===== config.mk =====
export PLATFORM = sky130hd
export DESIGN_NAME = i2c_hs_alert_slave
export DESIGN_NICKNAME = d
export VERILOG_FILES = /design/src/verilog/i2c_hs_pkg.sv /design/src/verilog/pin_sync.sv /design/src/verilog/i2c_hs_alert_slave.sv
export SDC_FILE = /design/constraint.sdc
export NUM_CORES = 1
export LEC_CHECK = 0
export BUFFER_PORTS_ARGS = -buffer_cell sky130_fd_sc_hd__buf_2
export CAP_MARGIN = 40
export CORE_MARGIN = 2
export CORE_UTILIZATION = 50
export CTS_CLUSTER_SIZE = 40
export DETAILED_ROUTE_END_ITERATION = 7
export PLACE_DENSITY_LB_ADDON = 0.1
export SLEW_MARGIN = 20
export SYNTH_ARGS = -nofsm -noshare
export SYNTH_HDL_FRONTEND = slang
export SYNTH_SLANG_ARGS = --single-unit

===== constraint.sdc =====
create_clock -name clock -period 2.5 [get_ports clock]
set_input_delay 0 -clock clock [delete_from_list [all_inputs] [get_ports clock]]
set_output_delay 0 -clock clock [all_outputs]
set_load 0.05 [all_outputs]

===== src/verilog/i2c_hs_pkg.sv =====
// Shared constants and types for the high-speed and alert-response slave logic
package i2c_hs_pkg;
  localparam logic [3:0] BYTE_BITS = 4'h8;          // Bits in one serial byte
  localparam logic [4:0] HS_CODE_PREFIX = 5'h01;    // Upper five bits of the master code
  localparam logic [6:0] ALERT_RESP_ADDR = 7'h0C;   // Broadcast alert response address
  localparam logic [2:0] OWN_ADDR_BASE = 3'h4;      // Fixed upper bits of own address
  localparam logic ALERT_TAIL_BIT = 1'h0;           // Last bit sent after own address
  localparam logic HS_MODE_RESET = 1'h0;            // Filters start in standard/fast setting
  localparam int SYNC_WIDTH = 6;                    // Pins passed through the synchroniser

  // Raw pin levels, all from outside the clock domain
  typedef struct packed {
    logic scl;            // Serial clock level
    logic sda;            // Serial data level
    logic [1:0] sel_high; // Strap code of addr_select_pin_high
    logic [1:0] sel_low;  // Strap code of addr_select_pin_low
  } bus_pins_t;

  // Protocol phases of the slave
  typedef enum logic [2:0] {
    ST_IDLE,
    ST_ADDR,
    ST_ACK,
    ST_SEND,
    ST_WAIT
  } slave_state_t;
endpackage


===== src/verilog/pin_sync.sv =====
// Two-stage synchroniser for a group of asynchronous pin levels
`timescale 1ns/1ps
`default_nettype none
module pin_sync
  import i2c_hs_pkg::*;
(
  input wire logic clock,
  input wire logic reset,
  input wire bus_pins_t pins_async,
  output bus_pins_t pins_sync
);
  bus_pins_t stage1; // First stage, read only by the second stage
  bus_pins_t stage2; // Second stage, safe for logic

  // Idle bus lines read high, so reset to the released level
  always_ff @(posedge clock) begin
    if (reset) begin
      stage1 <= '{scl: 1'b1, sda: 1'b1, sel_high: 2'h0, sel_low: 2'h0};
      stage2 <= '{scl: 1'b1, sda: 1'b1, sel_high: 2'h0, sel_low: 2'h0};
    end else begin
      stage1 <= pins_async;
      stage2 <= stage1;
    end
  end

  assign pins_sync = stage2;
endmodule
`default_nettype wire


===== src/verilog/i2c_hs_alert_slave.sv =====
// Serial slave core: high-speed mode entry/exit and alert response arbitration
// Function
// RULE1: Byte 00001xxx after start is master code
// RULE2: Master sends master code at most 400kHz
// RULE3: Master code unacknowledged, filters switch to high-speed
// RULE4: Repeated start follows; normal protocol, faster clock
// RULE5: Master should prefer repeated starts in high-speed
// RULE6: Stop leaves high-speed, filters back to standard
// RULE7: Respond to alert address 0001100 with read
// RULE8: Pending alert: acknowledge, then send own address
// RULE9: Arbitration loser stops, alert stays low until cleared
// RULE10: Own address from select pins, every transaction
// RULE11: Reset starts in standard/fast, high-speed filtering off
`timescale 1ns/1ps
`default_nettype none
module i2c_hs_alert_slave
  import i2c_hs_pkg::*;
(
  input wire logic clock,
  input wire logic reset,
  input wire logic scl_in,
  input wire logic sda_in,
  output logic sda_out,
  output logic sda_oe,
  input wire logic [1:0] addr_select_pin_high,
  input wire logic [1:0] addr_select_pin_low,
  input wire logic alert_pending,
  output logic alert_out,
  output logic alert_oe,
  output logic hs_mode,
  output logic alert_won,
  output logic alert_lost
);
  bus_pins_t pins_raw;  // Pins gathered for the synchroniser
  bus_pins_t pins;      // Synchronised pins
  logic scl_prev;       // Clock level one cycle ago
  logic sda_prev;       // Data level one cycle ago
  logic scl_rise;       // Serial clock rising edge
  logic scl_fall;       // Serial clock falling edge
  logic start_cond;     // Start or repeated start seen
  logic stop_cond;      // Stop seen
  logic decode_now;     // Eighth bit done, byte ready to judge
  slave_state_t state, next_state;
  logic [3:0] bit_cnt, next_bit_cnt;     // Bits seen or sent in this byte
  logic [7:0] shreg, next_shreg;         // Received byte
  logic [7:0] tx, next_tx;               // Byte being sent, msb first
  logic drive_low, next_drive_low;       // Pull data line low
  logic next_hs_mode;
  logic [6:0] own_addr, next_own_addr;   // Address caught at the last start
  logic is_alert, next_is_alert;         // Current transfer is an alert response
  logic next_alert_won;
  logic next_alert_lost;

  assign pins_raw = '{scl: scl_in, sda: sda_in, sel_high: addr_select_pin_high,
                      sel_low: addr_select_pin_low};

  pin_sync u_sync (
    .clock(clock),
    .reset(reset),
    .pins_async(pins_raw),
    .pins_sync(pins)
  );

  // Edge history of the synchronised lines
  always_ff @(posedge clock) begin
    if (reset) begin
      scl_prev <= 1'b1;
      sda_prev <= 1'b1;
    end else begin
      scl_prev <= pins.scl;
      sda_prev <= pins.sda;
    end
  end

  // Bus events; data moving while the clock is high marks start or stop
  always_comb begin
    scl_rise = pins.scl & ~scl_prev;
    scl_fall = ~pins.scl & scl_prev;
    start_cond = pins.scl & scl_prev & sda_prev & ~pins.sda;
    stop_cond = pins.scl & scl_prev & ~sda_prev & pins.sda;
    decode_now = (state == ST_ADDR) & ~start_cond & ~stop_cond & scl_fall &
                 (bit_cnt == BYTE_BITS);
  end

  // Next-state logic for the whole slave
  always_comb begin
    next_state = state;
    next_bit_cnt = bit_cnt;
    next_shreg = shreg;
    next_tx = tx;
    next_drive_low = drive_low;
    next_hs_mode = hs_mode;
    next_own_addr = own_addr;
    next_is_alert = is_alert;
    next_alert_won = 1'b0;
    next_alert_lost = 1'b0;
    if (stop_cond) begin
      // Stop always ends high-speed, even mid-byte
      next_state = ST_IDLE;
      next_drive_low = 1'b0;
      next_hs_mode = 1'b0; // RULE6
    end else if (start_cond) begin
      // Repeated start keeps the current speed setting
      next_state = ST_ADDR; // RULE4
      next_bit_cnt = 4'h0;
      next_drive_low = 1'b0;
      next_own_addr = {OWN_ADDR_BASE, pins.sel_high, pins.sel_low}; // RULE10
    end else begin
      case (state)
        ST_ADDR: begin
          if (scl_rise) begin
            next_shreg = {shreg[6:0], pins.sda};
            next_bit_cnt = bit_cnt + 4'h1;
          end
          if (decode_now) begin
            if (shreg[7:3] == HS_CODE_PREFIX) begin
              // Recognised but left unacknowledged
              next_hs_mode = 1'b1; // RULE1 RULE3
              next_state = ST_WAIT;
            end else if (shreg[7:1] == ALERT_RESP_ADDR && shreg[0] && alert_pending) begin
              next_drive_low = 1'b1; // RULE7 RULE8
              next_is_alert = 1'b1;
              next_state = ST_ACK;
            end else if (shreg[7:1] == own_addr) begin
              // Own address: acknowledge, payload handled elsewhere
              next_drive_low = 1'b1;
              next_is_alert = 1'b0;
              next_state = ST_ACK;
            end else begin
              next_state = ST_WAIT;
            end
          end
        end
        ST_ACK: begin
          if (scl_fall) begin
            if (is_alert) begin
              // Present own address first bit as the acknowledge ends
              next_tx = {own_addr, ALERT_TAIL_BIT}; // RULE8
              next_drive_low = ~own_addr[6];
              next_bit_cnt = 4'h0;
              next_state = ST_SEND;
            end else begin
              next_drive_low = 1'b0;
              next_state = ST_WAIT;
            end
          end
        end
        ST_SEND: begin
          if (scl_rise) begin
            next_bit_cnt = bit_cnt + 4'h1;
            // Released a one but line reads low: another responder won
            if (~drive_low && ~pins.sda) begin
              next_alert_lost = 1'b1; // RULE9
              next_state = ST_WAIT;
            end
          end else if (scl_fall) begin
            if (bit_cnt == BYTE_BITS) begin
              next_drive_low = 1'b0;
              next_alert_won = 1'b1;
              next_state = ST_WAIT;
            end else begin
              next_tx = {tx[6:0], 1'b0};
              next_drive_low = ~tx[6];
            end
          end
        end
        default: begin
          // Idle and wait phases ignore bits until start or stop
          next_state = state;
        end
      endcase
    end
  end

  // State registers
  always_ff @(posedge clock) begin
    if (reset) begin
      state <= ST_IDLE;
      bit_cnt <= 4'h0;
      shreg <= 8'h00;
      tx <= 8'h00;
      drive_low <= 1'b0;
      hs_mode <= HS_MODE_RESET; // RULE11
      own_addr <= 7'h00;
      is_alert <= 1'b0;
      alert_won <= 1'b0;
      alert_lost <= 1'b0;
    end else begin
      state <= next_state;
      bit_cnt <= next_bit_cnt;
      shreg <= next_shreg;
      tx <= next_tx;
      drive_low <= next_drive_low;
      hs_mode <= next_hs_mode;
      own_addr <= next_own_addr;
      is_alert <= next_is_alert;
      alert_won <= next_alert_won;
      alert_lost <= next_alert_lost;
    end
  end

  // Open-drain drivers only ever pull low; a loser keeps alert low until cleared
  assign sda_out = 1'b0;
  assign sda_oe = drive_low;
  assign alert_out = 1'b0;
  assign alert_oe = alert_pending; // RULE9
endmodule
`default_nettype wire


==> flow_summary.yaml <==
outcome:
  status: "finished clean"
logic_synthesis:
  synth_top_area_cell: "dfxtp_1"
  synth_area_leaders: "dfxtp_1 (41%), mux2i_1 (5.0%), a21oi_1 (4.5%)"
  synth_top_area_share: 0.4093
  synth.avg_cell_area_sq_um: 9.247
  yosysWarnings: 0
  yosysUniqueCellTypes: 55
  synthTopCellsByCount: "dfxtp_1 (45), a21oi_1 (20), nand2_1 (15)"
  ys_seq_area_frac: 0.4093
  post-synth-top-count-cell: "dfxtp_1"
  synthArstFlopShare: 0
  synth_edf_count: 0
  syn_inst: 238
  synth-seq-cells: 45
  synthesis.area_sq_um: 2201
  synth_ff_type: "dfxtp_1"
timing:
  max_freq_mhz: 517.8
  tightest_slew_ns: 0.7321
  rsz0062_at_grt: "no"
  tns_ns: 0
  finalHoldViolations: 0
  drv_slew: 0
  setup_viol_count_final: 0
  maxSlewHeadroom: 0.5119
  fin_skew_ns: 0.004814
  timing.final.ws_setup_ns: 0.5687
  post-route-min-period_ns: 1.931
  fin_crit_sh: 0.7725
route:
  drt-total-wl_um: 4294
  routed_via_density: 5.578
  drt_first_iter_violations: 86
  wl_per_cell_um: 14.27
  antenna_left: 0
  drtPass1Iterations: 4
  drc: 0
  vias: 1679
global_route:
  grt_max_degree: 43
  overflow: 0
  track_usage: 0.1852
  antenna_found_initial: 0
  grt_pass1_wl_um: 7376
  grt_pass1_vias: 1548
hold_path:
  hold_start: "alert_pending"
  hold_path_class: "in2reg"
  whs_path_depth: 4
  hold_end: "is_alert"
final_layout:
  drive_above_1_share: 0.1526
  syn_to_final_growth_pct: 8.812
  antennaDiodeCount: 0
  nets: 262
  fillers: 402
critical_path:
  crit_fanout: 9
  critPathRequiredTime_ns: 2.74
  r2r_end: "bit_cnt[1]"
  worstSetupPathType: "reg2reg"
  end_kind: "flop"
  critPathLaunchType: "flop"
  crit_chain: "ha_1 -> a21boi_0 -> a211o_1 -> or4b_1 -> a21oi_1"
  r2r_cells: 5
  cp.arrival_ns: 2.17
  cp_slowest_cell: "or4b_1"
  reg2reg_from: "u_sync.pins_sync[5]"
  slowest_delay_ns: 0.48
  r2r_slack_ns: 0.57
  path_buf_inv: 0
  path_delay_family: "compound AO/OA/AOI/OAI gates"
floorplan:
  dieArea_sq_um: 4948
  die_w_um: 70.35
  start_util: 0.5125
  coreArea_sq_um: 4294
  dieHeight_um: 70.35
  row_count: 24
  io_pins: 16
power_and_ir_drop:
  power_density_nw_per_um2: 553.4
  ir_drop_mv: 0.2275
  leakagePower_nw: 0.9334
clocking:
  insertion_delay_ns: 0.30
  cts.sinks: 45
  clockBufferDepth: 2
  cts_buffers: 5
  post_cts_resized: 0
  cts.htree.levels: 2
  cts_root_buf: "clkbuf_8"
  clkTransAtPathRegs_ns: 0.09
  cts_tree: "done"
place:
  routabilityCongestion: 0.7893
  io_buffer_count: 13
  dp_slack_ns: 0.5712
  dp_hpwl_um: 2920
run:
  max_cap_violations: 0
==> power by group <==
group	switching (W)	internal (W)	leakage, nW
logic	0.0000741	0.0000499	0.523
clock network	0.000257	0.000198	0.0445
registers	0.0000154	0.000730	0.366
==> layout by cell type, fill, tap and decap left out, types with 7 or more instances in the layout <==
cell / n
dfxtp_1: 45
a21oi_1: 20
o21ai_0: 7
nand2_1: 15
mux2i_1: 11
nor2b_1: 13
or2_2: 8
buf_2: 13
inv_1: 9
nor2_1: 14
==> routing by layer <==
layer	vias up	part of all wire	global-route usage
li1	867	-	-
met1	757	0.49	0.2556
met2	45	0.43	0.2704
met3	10	0.053	0.05628
met4	0	0.020	0.07051
met5	-	0	0
==> stage by stage <==
step / hold slack [ns] / total power (W) / util / cells / area (sq um)
floorplan: 0.1038 / 0.0008590 / - / 239 / 2205
global placement: 0.1823 / 0.0008785 / 0.5227 / 287 / 2245
detailed placement: 0.1844 / 0.0008794 / 0.5227 / 287 / 2245
CTS: 0.1128 / 0.001343 / 0.5577 / 301 / 2395
global route: 0.1339 / 0.001395 / 0.5577 / 301 / 2395
finish: 0.1322 / 0.001325 / 0.5577 / 301 / 2395
==> state kept, by name, indices dropped and copies added, names as in the netlist <==
name and count:
shreg 8, tx 6, u_sync.pins_sync 6, u_sync.stage1 6, own_addr 5, bit_cnt 4, state 3, alert_lost 1
alert_won 1, hs_mode 1, is_alert 1, scl_prev 1, sda_oe 1, sda_prev 1
==> what timing repair did <==
action / in CTS / in global routing
setup buffers: 0 / 0
hold endpoints to repair: 6 / 0
hold buffers: 6 / 0
==> logic make-up after synthesis <==
group	Yosys count	share of synthesized area
and+or+nand+nor	86	0.2331
AOI/OAI and AO/OA	57	0.1933
DFF	45	0.4093
buffers and inverters	26	0.05628
muxes	11	0.05003
xor gates and xnor gates	7	0.02786
adders and majority gates	5	0.02843
other	1	0.001704
==> area by class of cell <==
| type | count | area [sq um] | share of cell area |
|---|---|---|---|
| Timing Repair Buffer | 19 | 125.1 | 0.05225 |
| Multi-Input combinational cell | 168 | 1180 | 0.4927 |
| Sequential cell | 45 | 900.9 | 0.3762 |
| Clock buffer | 5 | 68.82 | 0.02874 |
| Clock inverter | 3 | 21.27 | 0.008882 |
| Inverter | 9 | 33.78 | 0.01411 |
| Tap cell | 52 | 65.06 | 0.02717 |
==> worst max path at each step <==
stage	startpoint	end	slack, ns	depth (start not counted)
4_1_cts	u_sync.pins_sync[5]	bit_cnt[1]	0.55	5
3_5_place_dp	u_sync.pins_sync[5]	bit_cnt[1]	0.57	5
6_report	u_sync.pins_sync[5]	bit_cnt[1]	0.57	5
3_3_place_gp	u_sync.pins_sync[5]	bit_cnt[1]	0.62	5
2_1_floorplan	u_sync.pins_sync[5]	bit_cnt[1]	0.71	6
5_1_grt	u_sync.pins_sync[5]	bit_cnt[1]	0.43	5
==> worst min-delay path, cell delays in order <==
cell,delay [ns]
buf_2,0.10
nand3_1,0.11
or3_1,0.12
a21oi_1,0.05
(Power assumes the default switching activity.)
